File: config.mk
export PLATFORM = sky130hd
export DESIGN_NAME = gsp_top
export DESIGN_NICKNAME = d
export VERILOG_FILES = /design/src/core/gsp_pkg.sv /design/src/core/gsp_top.sv
export VERILOG_INCLUDE_DIRS = /design/src /design/src/core
export SDC_FILE = /design/constraint.sdc
export NUM_CORES = 1
export LEC_CHECK = 0
export ABC_CLOCK_PERIOD_IN_PS = 2600
export BUFFER_PORTS_ARGS = -buffer_cell sky130_fd_sc_hd__buf_2
export CAP_MARGIN = 30
export CORE_MARGIN = 5
export CORE_UTILIZATION = 27
export CTS_BUF_LIST = sky130_fd_sc_hd__clkbuf_8
export DETAILED_ROUTE_END_ITERATION = 10
export PLACE_DENSITY = 0.58
export RECOVER_POWER = 25
export SLEW_MARGIN = 15
export SYNTH_ARGS = -nofsm -noshare
export SYNTH_HDL_FRONTEND = slang
export SYNTH_SLANG_ARGS = --single-unit
File: constraint.sdc
create_clock -name ref_clk -period 2.6 [get_ports ref_clk]
set_input_delay 0.26 -clock ref_clk [delete_from_list [all_inputs] [get_ports ref_clk]]
set_output_delay 0.26 -clock ref_clk [all_outputs]
set_load 0.02 [all_outputs]
File: src/core/gsp_map.svh
`ifndef GSP_MAP_SVH
`define GSP_MAP_SVH

// register byte offsets
`define GSP_A_CTRL 8'h00
`define GSP_A_IRQCFG 8'h04
`define GSP_A_GPIO 8'h08
`define GSP_A_STATUS 8'h0c
`define GSP_A_ISTAT 8'h10
`define GSP_A_ICLR 8'h14
`define GSP_A_IEN 8'h18

// control register fields
`define GSP_C_EXTMODE 0
`define GSP_C_RFPIN 1
`define GSP_C_LOCKEN 2
`define GSP_C_FUNC 3
`define GSP_C_RATE 4
`define GSP_C_DIG1 5
`define GSP_C_DIG2 6

// gpio register fields
`define GSP_G_DIR 0
`define GSP_G_OUT 1
`define GSP_G_PIN 2

// status register fields
`define GSP_S_RFAIL 0
`define GSP_S_LOCK 1
`define GSP_S_LOSS 2
`define GSP_S_SRC 3

// interrupt event bits
`define GSP_NEV 3
`define GSP_E_RFAIL 0
`define GSP_E_UNLOCK 1
`define GSP_E_LOSS 2

// width of the shared pin config field
`define GSP_IRQCFG_W 4
`define GSP_IRQCFG_RST 4'h1
`define GSP_IEN_RST 3'h0

`endif

File: src/core/gsp_pkg.sv
package gsp_pkg;

   // two-signal view of a pin the device may float
   typedef struct packed {
      logic o;
      logic oe_n;
   } gsp_pin_type;

   // shared pin config: gpo level, gpo mode, open drain, active high
   typedef struct packed {
      logic gpo_val;
      logic gpo;
      logic od;
      logic pol_hi;
   } gsp_irqcfg_type;

   typedef enum logic {
      GSP_HELD = 1'b0,
      GSP_RUN = 1'b1
   } gsp_phase_type;

endpackage : gsp_pkg

File: src/core/gsp_top.sv
// Added by the designer: the APB slave port and the placing of the registers.
`timescale 1ns/1ps
`include "gsp_map.svh"
// Behaviour
// reset low returns all state except the source-select synchroniser to defaults, held as long as reset low
// host holds reset low at least two clocks once clock is valid
// source-select pin level captured into external switch mode at release
// after release, when enabled, pin picks pair 3/5 or pair 4/6
// rate-family pin level loads rate default and both digital output families
// after release rate-family pin is gpio with direction, value and state
// ref-fail pin follows latched ref-fail bit when enabled, else floats
// lock pin shows main dpll lock when enabled, else driven low
// function select: 0 interrupt request (default), 1 loss of reference
// interrupt mode has polarity, push-pull or open-drain, and gpo option
// loss mode drives live activity monitor of the selected reference
// source-select pin passes a two-stage synchroniser before use
module gsp_top (
   input wire logic ref_clk, // 250 MHz master clock
   input wire logic resetn, // sync reset, low active
   input wire logic [7:0] paddr, // apb address
   input wire logic psel, // apb select
   input wire logic penable, // apb access phase
   input wire logic pwrite, // apb direction
   input wire logic [31:0] pwdata, // apb write data
   output logic [31:0] prdata, // apb read data
   output logic pready, // apb ready
   output logic pslverr, // apb unmapped address
   input wire logic fast_source_select_pin, // source-select pin
   input wire logic gp4_i, // rate-family/gpio pin level
   output gsp_pkg::gsp_pin_type gp4_pin, // rate-family/gpio drive
   input wire logic ref_act_bad, // live monitor of selected ref
   input wire logic dpll_locked, // main dpll lock state
   output logic src_pair_sel, // 0 pair 3/5, 1 pair 4/6
   output logic ext_switch_mode, // external switch mode bit
   output logic rate_family, // 0 2.048 MHz, 1 1.544 MHz
   output logic dig1_rate_family, // digital output 1 family
   output logic dig2_rate_family, // digital output 2 family
   output gsp_pkg::gsp_pin_type ref_fail_pin, // ref-fail pin drive
   output logic lock_pin, // lock pin
   output gsp_pkg::gsp_pin_type irq_pin, // irq/loss pin drive
   output logic irq // level interrupt
);

   gsp_pkg::gsp_phase_type phase_q;
   logic src_s1_q;
   logic src_s2_q;
   logic release_ev;
   logic ctl_ext_mode_q;
   logic ctl_rfpin_q;
   logic ctl_lock_en_q;
   logic ctl_func_q;
   logic ctl_rate_q;
   logic ctl_dig1_q;
   logic ctl_dig2_q;
   gsp_pkg::gsp_irqcfg_type cfg_q;
   logic gp_dir_q;
   logic gp_out_q;
   logic gp_state_q;
   logic ref_fail_q;
   logic act_prev_q;
   logic lock_prev_q;
   logic [`GSP_NEV-1:0] ev;
   logic [`GSP_NEV-1:0] istat_q;
   logic [`GSP_NEV-1:0] ien_q;
   logic [`GSP_NEV-1:0] iclr;
   logic src_sel_q;
   logic irq_q;
   logic irq_lvl;
   logic pin_lvl;
   logic lock_pin_q;
   gsp_pkg::gsp_pin_type rf_pin_q;
   gsp_pkg::gsp_pin_type irq_pin_q;
   gsp_pkg::gsp_pin_type gp4_q;
   logic pready_q;
   logic pslverr_q;
   logic [31:0] prdata_q;
   logic acc_first;
   logic wr_en;
   logic hit;
   logic [31:0] rd_d;

   // synchroniser
   // left without reset so the pin is already settled when reset releases
   always_ff @(posedge ref_clk) begin
      src_s1_q <= fast_source_select_pin;
      src_s2_q <= src_s1_q;
   end

   // reset phase
   always_ff @(posedge ref_clk) begin
      if (!resetn) begin
         phase_q <= gsp_pkg::GSP_HELD;
      end else begin
         phase_q <= gsp_pkg::GSP_RUN;
      end
   end

   // first edge after the release; straps are caught here, not under reset
   assign release_ev = resetn && (phase_q == gsp_pkg::GSP_HELD);

   // apb: one wait state, effects at the edge that samples pready high
   assign acc_first = psel && penable && !pready_q;
   assign wr_en = psel && penable && pready_q && pwrite;
   assign iclr = (wr_en && paddr == `GSP_A_ICLR) ? pwdata[`GSP_NEV-1:0] : '0;

   always_comb begin
      rd_d = 32'h0;
      hit = 1'b1;
      if (paddr == `GSP_A_CTRL) begin
         rd_d[`GSP_C_EXTMODE] = ctl_ext_mode_q;
         rd_d[`GSP_C_RFPIN] = ctl_rfpin_q;
         rd_d[`GSP_C_LOCKEN] = ctl_lock_en_q;
         rd_d[`GSP_C_FUNC] = ctl_func_q;
         rd_d[`GSP_C_RATE] = ctl_rate_q;
         rd_d[`GSP_C_DIG1] = ctl_dig1_q;
         rd_d[`GSP_C_DIG2] = ctl_dig2_q;
      end else if (paddr == `GSP_A_IRQCFG) begin
         rd_d[`GSP_IRQCFG_W-1:0] = cfg_q;
      end else if (paddr == `GSP_A_GPIO) begin
         rd_d[`GSP_G_DIR] = gp_dir_q;
         rd_d[`GSP_G_OUT] = gp_out_q;
         rd_d[`GSP_G_PIN] = gp_state_q;
      end else if (paddr == `GSP_A_STATUS) begin
         rd_d[`GSP_S_RFAIL] = ref_fail_q;
         rd_d[`GSP_S_LOCK] = dpll_locked;
         rd_d[`GSP_S_LOSS] = ref_act_bad;
         rd_d[`GSP_S_SRC] = src_sel_q;
      end else if (paddr == `GSP_A_ISTAT) begin
         rd_d[`GSP_NEV-1:0] = istat_q;
      end else if (paddr == `GSP_A_IEN) begin
         rd_d[`GSP_NEV-1:0] = ien_q;
      end else if (paddr != `GSP_A_ICLR) begin
         hit = 1'b0;
      end
   end

   always_ff @(posedge ref_clk) begin
      if (!resetn) begin
         pready_q <= 1'b0;
         pslverr_q <= 1'b0;
         prdata_q <= 32'h0;
      end else begin
         pready_q <= acc_first;
         pslverr_q <= acc_first && !hit;
         if (acc_first && !pwrite) begin
            prdata_q <= rd_d;
         end
      end
   end

   // strap and control
   always_ff @(posedge ref_clk) begin
      if (!resetn) begin
         ctl_ext_mode_q <= 1'b0;
         ctl_rfpin_q <= 1'b0;
         ctl_lock_en_q <= 1'b0;
         ctl_func_q <= 1'b0;
         ctl_rate_q <= 1'b0;
         ctl_dig1_q <= 1'b0;
         ctl_dig2_q <= 1'b0;
      end else if (release_ev) begin
         ctl_ext_mode_q <= src_s2_q;
         // rate family strap
         ctl_rate_q <= gp4_i;
         ctl_dig1_q <= gp4_i;
         ctl_dig2_q <= gp4_i;
      end else if (wr_en && paddr == `GSP_A_CTRL) begin
         ctl_ext_mode_q <= pwdata[`GSP_C_EXTMODE];
         ctl_rfpin_q <= pwdata[`GSP_C_RFPIN];
         ctl_lock_en_q <= pwdata[`GSP_C_LOCKEN];
         ctl_func_q <= pwdata[`GSP_C_FUNC];
         ctl_rate_q <= pwdata[`GSP_C_RATE];
         ctl_dig1_q <= pwdata[`GSP_C_DIG1];
         ctl_dig2_q <= pwdata[`GSP_C_DIG2];
      end
   end

   always_ff @(posedge ref_clk) begin
      if (!resetn) begin
         cfg_q <= `GSP_IRQCFG_RST;
         gp_dir_q <= 1'b0;
         gp_out_q <= 1'b0;
         ien_q <= `GSP_IEN_RST;
      end else if (wr_en && paddr == `GSP_A_IRQCFG) begin
         cfg_q <= pwdata[`GSP_IRQCFG_W-1:0];
      end else if (wr_en && paddr == `GSP_A_GPIO) begin
         gp_dir_q <= pwdata[`GSP_G_DIR];
         gp_out_q <= pwdata[`GSP_G_OUT];
      end else if (wr_en && paddr == `GSP_A_IEN) begin
         ien_q <= pwdata[`GSP_NEV-1:0];
      end
   end

   // reference pair select
   // outside external switch mode the pair stays at 3/5
   always_ff @(posedge ref_clk) begin
      if (!resetn) begin
         src_sel_q <= 1'b0;
      end else if (phase_q == gsp_pkg::GSP_RUN && ctl_ext_mode_q) begin
         src_sel_q <= src_s2_q;
      end else begin
         src_sel_q <= 1'b0;
      end
   end

   // gpio pin; input until software turns it round, strap stays readable
   always_ff @(posedge ref_clk) begin
      if (!resetn) begin
         gp_state_q <= 1'b0;
         gp4_q <= '{o: 1'b0, oe_n: 1'b1};
      end else begin
         gp_state_q <= gp4_i;
         gp4_q.o <= gp_out_q;
         gp4_q.oe_n <= !(gp_dir_q && phase_q == gsp_pkg::GSP_RUN);
      end
   end

   // latched ref-fail: a new failure in the clearing cycle keeps the bit set
   always_ff @(posedge ref_clk) begin
      if (!resetn) begin
         ref_fail_q <= 1'b0;
         act_prev_q <= 1'b0;
         lock_prev_q <= 1'b0;
      end else begin
         act_prev_q <= ref_act_bad;
         lock_prev_q <= dpll_locked;
         if (ref_act_bad) begin
            ref_fail_q <= 1'b1;
         end else if (wr_en && paddr == `GSP_A_STATUS && pwdata[`GSP_S_RFAIL]) begin
            ref_fail_q <= 1'b0;
         end
      end
   end

   assign ev[`GSP_E_RFAIL] = ref_act_bad && !ref_fail_q;
   assign ev[`GSP_E_UNLOCK] = lock_prev_q && !dpll_locked;
   assign ev[`GSP_E_LOSS] = ref_act_bad && !act_prev_q;

   // sticky status, set beats clear
   genvar gi;
   generate
      for (gi = 0; gi < `GSP_NEV; gi = gi + 1) begin : g_stat
         always_ff @(posedge ref_clk) begin
            if (!resetn) begin
               istat_q[gi] <= 1'b0;
            end else if (ev[gi]) begin
               istat_q[gi] <= 1'b1;
            end else if (iclr[gi]) begin
               istat_q[gi] <= 1'b0;
            end
         end
      end
   endgenerate

   assign irq_lvl = |(istat_q & ien_q);

   // asserted level, polarity or gpo value
   assign pin_lvl = cfg_q.gpo ? cfg_q.gpo_val : (irq_lvl ~^ cfg_q.pol_hi);

   // status pins
   always_ff @(posedge ref_clk) begin
      if (!resetn) begin
         irq_q <= 1'b0;
         lock_pin_q <= 1'b0;
         rf_pin_q <= '{o: 1'b0, oe_n: 1'b1};
         irq_pin_q <= '{o: 1'b0, oe_n: 1'b1};
      end else begin
         irq_q <= irq_lvl;
         // lock pin
         lock_pin_q <= ctl_lock_en_q && dpll_locked;
         // ref-fail pin
         rf_pin_q.o <= ref_fail_q;
         rf_pin_q.oe_n <= !ctl_rfpin_q;
         // pin function
         if (ctl_func_q) begin
            // live loss of reference
            irq_pin_q <= '{o: ref_act_bad, oe_n: 1'b0};
         end else if (cfg_q.od) begin
            // open drain only ever pulls low
            irq_pin_q <= '{o: 1'b0, oe_n: pin_lvl};
         end else begin
            irq_pin_q <= '{o: pin_lvl, oe_n: 1'b0};
         end
      end
   end

   assign prdata = prdata_q;
   assign pready = pready_q;
   assign pslverr = pslverr_q;
   assign gp4_pin = gp4_q;
   assign src_pair_sel = src_sel_q;
   assign ext_switch_mode = ctl_ext_mode_q;
   assign rate_family = ctl_rate_q;
   assign dig1_rate_family = ctl_dig1_q;
   assign dig2_rate_family = ctl_dig2_q;
   assign ref_fail_pin = rf_pin_q;
   assign lock_pin = lock_pin_q;
   assign irq_pin = irq_pin_q;
   assign irq = irq_q;
endmodule : gsp_top

==> impl_summary.txt <==
----------------------------------------------------
[Routing]
  Initial DRC count ... 150
  Routed wire length ... 5100 µm
  Remaining antenna violation count after routing ... 0
  Routed vias ... 1683
  First drt pass iteration count ... 4
  Number of remaining DRC errors ... 0
  Detail-routed via count per cell ... approximately 4.5
  Drt wl/cell ... 13.8 µm

[Placed design]
  Buffers on Ports ... 45
  Post-placement cell area ... 2270 µm²
  Global placer's final weighted congestion ... 0.815
  HPWL Detailed ... 3800 µm
  Placed cell count ... 363

[STA]
  Relative slew margins ... a little over a quarter
  Post-route minimum period ... between 1.5 and 2 ns
  Post-Route Setup TNS ... 0 ns
  Count of pins over their slew limit ... 0
  Setup repair after global routing missed its margin ... false
  Final setup vio count ... 0
  Share of the clock period used by the worst path ... 66.8%
  Final Hold Vio Count ... 0
  Actual slew at the worst max-slew pin ... around 1.1 ns
  Setup clock skew after layout ... roughly 0.005 ns
  Maximum clock frequency ... roughly 0.58 GHz

[Die]
  Number of top-level design ports ... 96
  Die Y ... 96.6 µm
  Core region area ... 7290 µm²
  Initial Utilization ... 27.8%
  Die area ... just over 9000 µm²
  FP Rows ... 31
  Die width ... 96.6 µm

[Synth]
  Count of flip-flops with a built-in enable after synthesis ... 0
  Unique masters post-synth ... 42
  Adder and majority gate portion of the synthesized area ... 0%
  Mapped Cells ... 226
  Yosys synthesis warning count ... 0
  Share of the yosys chip area belonging to registers ... 43.5%
  Commonest register cell after synthesis ... sky130_fd_sc_hd__dfxtp_1
  Leading area contributor after synthesis ... sky130_fd_sc_hd__dfxtp_1
  Register bit count reported by yosys ... 44
  Top cell type's share of synthesized area ... 43.5%
  Multiplexer share of the synthesized area ... 7.96%
  Xor and xnor area share after synthesis ... 0.432%
  Mean cell area of the mapped netlist ... 8.97 µm²
  Largest family of logic cells by synthesized area ... simple AND/OR/NAND/NOR gates
  Synth area leaders ... sky130_fd_sc_hd__dfxtp_1, sky130_fd_sc_hd__buf_4, sky130_fd_sc_hd__mux2i_1
  Compound-cell area share of the yosys netlist ... a little over an eighth
  Async SR Flop Fraction ... 0%
  Post-synthesis simple-gate area fraction ... 22.3%
  Area of the mapped netlist ... 2030 µm²

[Global routing]
  Initial antenna violation count ... 0
  Maximum number of pins on one net before global-route repair ... 29
  Overall overflow remaining after global route ... 0
  Global-route wire length before repair ... 8380 µm
  GR Util All Layers ... ~11%
  Via count of the first global-routing pass ... 1609

[Final layout]
  Post-Layout Cell Count ... around 370
  Leading cell types in the layout, fill and taps excluded ... sky130_fd_sc_hd__dfxtp_1, sky130_fd_sc_hd__buf_2, sky130_fd_sc_hd__conb_1
  Area delta synth->final ... 17.0%
  Commonest non-fill, non-tap cell in the layout ... sky130_fd_sc_hd__dfxtp_1
  Final-stage net count ... 320
  Total non-filler cell area in the finished layout ... roughly 2400 µm²
  Share of final-layout standard cells stronger than drive strength 1 ... 21.3%
  Diode insertion count for antenna repair ... 0
  Total of fill cells in the finished design ... between 800 and 900
  Register area ... around 880 µm²
  Area of the multi-input gates ... approximately 990 µm²

[Clocking]
  CTS root buffer ... sky130_fd_sc_hd__clkbuf_8
  Hold-fix buffers, CTS ... 0
  Latest clock arrival within the worst-skew pair ... 0.29 ns
  TritonCTS clock tree ... done
  # Post-CTS Setup Buffers ... 0
  Num Clock Sinks ... 44
  Maximum level of the CTS H-tree ... 2
  TritonCTS Buffers ... 5
  Deepest clock path buffer count ... 2
  CTS resizes ... 0
  Clock input transition at the sequential cells of the worst setup and hold paths ... 0.08 ns

[Power and ir drop]
  Leakage ... 0.000993 µW
  Total internal power ... 1020 µW
  Logic gate share of total power ... 10.8%
  Sequential power share ... 51.8%
  Portion of total power attributed to the clock network ... 37.3%
  Sw Pwr ... 347 µW
  IR Drop Worst-Case VDD ... 0.435 mV
  Fraction of power spent switching nets ... 25.4%
  Power density over the cells ... 574 nW/µm²

[Worst setup path]
  Kind of end point of the critical path ... register
  Cell-by-cell listing of the critical path ... buf_2 -> or4_1 -> nor4_4 -> mux2i_1 -> nand2_1
  Type of the worst setup path ... input port to register
  Maximum fanout along the worst path ... 5
  Buf/Inv on CP ... 1
  CP delay by family, top ... simple AND/OR/NAND/NOR gates
  Required time at the endpoint of the critical path ... 2.73 ns
  Slowest cell on the critical path ... sky130_fd_sc_hd__or4_1
  Critical Path AT ... approximately 1.9 ns
  Critical path launch point type ... input port
  Delay contributed by the slowest stage of the critical path ... 0.69 ns

[Outcome]
  Run status ... finished clean

[Job]
  Max Cap Viol ... 0

[Worst hold path]
  Path category of the worst min-delay check ... input port to register

----------------------------------------------------
==> stage by stage <==
| step | util (%) | worst slack [ns] | hold WS (ns) | power (µW) |
|---|---|---|---|---|
| after CTS | 32.7 | 0.887 | 0.0569 | 1370 |
| final | 32.5 | 0.863 | 0.0595 | 1360 |
| after detailed placement | 31.2 | 0.589 | 0.315 | 870 |
| after floorplan | - | 0.731 | 0.288 | 846 |
| after global placement | 31.2 | 0.610 | 0.310 | 868 |
| after global routing | 32.5 | 0.774 | 0.0493 | 1430 |
==> worst register-to-register path: stages, from the launching register on <==
cell and delay, ns:
sky130_fd_sc_hd__dfxtp_1 0.41, sky130_fd_sc_hd__nand4_1 0.29, sky130_fd_sc_hd__nor4_4 0.49, sky130_fd_sc_hd__mux2i_1 0.24
sky130_fd_sc_hd__nand2_1 0.07
==> cells in the mapped netlist (all sizes together), types with 3 or more instances <==
cell and count:
a21oi 12, a22oi 4, and2 5, and4 3, buf 26, clkbuf 10, dfxtp 44, inv 5
mux2i 15, nand2 17, nand3 8, nor2 16, nor2b 8, nor3 3, nor4 5, o21ai 12
o22ai 4
==> layer usage <==
layer | wire length, µm | track usage [%]
met5 | 0 | 0
met3 | 306 | 2.66
met1 | 2340 | 14.3
met2 | 2380 | 18.0
met4 | 80 | 3.24
==> sequential cells by signal, summed over array words and instances (netlist names), 2 cells and up <==
signal	cells
prdata	7
ien_q	3
ref_fail_pin	2
istat_q	3
cfg_q	4
irq_pin	2
gp4_pin	2
==> path summary, 6_finish.rpt <==
kind	from	endpoint	slack [ns]	depth (start not counted)
max	paddr[7]	cfg_q[0]$_SDFFE_PN1N_	0.86	5
min	fast_source_select_pin	src_s1_q$_DFF_P_	0.06	1
max reg2reg	pready$_SDFF_PN0_	cfg_q[0]$_SDFFE_PN1N_	0.95	4
min reg2reg	src_s1_q$_DFF_P_	src_s2_q$_DFF_P_	0.33	0
==> area by class of cell <==
type / count / area share (%)
inverter: 5 / 0.791
clock buffer: 5 / 2.90
multi-input combinational: 165 / 41.6
clock inverter: 3 / 1.64
sequential: 44 / 37.1
timing repair buffer: 50 / 10.7
tap: 99 / 5.22
==> power by group through the flow <==
| stage | clock, µW | combinational (µW) | sequential [µW] |
|---|---|---|---|
| floorplan | 0 | 117 | 728 |
| global placement | 0 | 147 | 722 |
| detailed placement | 0 | 148 | 722 |
| CTS | 519 | 148 | 706 |
| global route | 556 | 163 | 709 |
| finish | 509 | 148 | 706 |
==> cells by family (layout without fill, tap and decap cells) <==
logic type | after synthesis | count (layout)
DFF | 44 | 44
buffers and inverters | 41 | 63
other | 1 | 25
xor gates and xnor gates | 1 | 1
muxes | 16 | 16
and+or+nand+nor | 79 | 79
AOI/OAI and AO/OA | 44 | 44
Note: power is estimated with default switching activity, not from simulation.
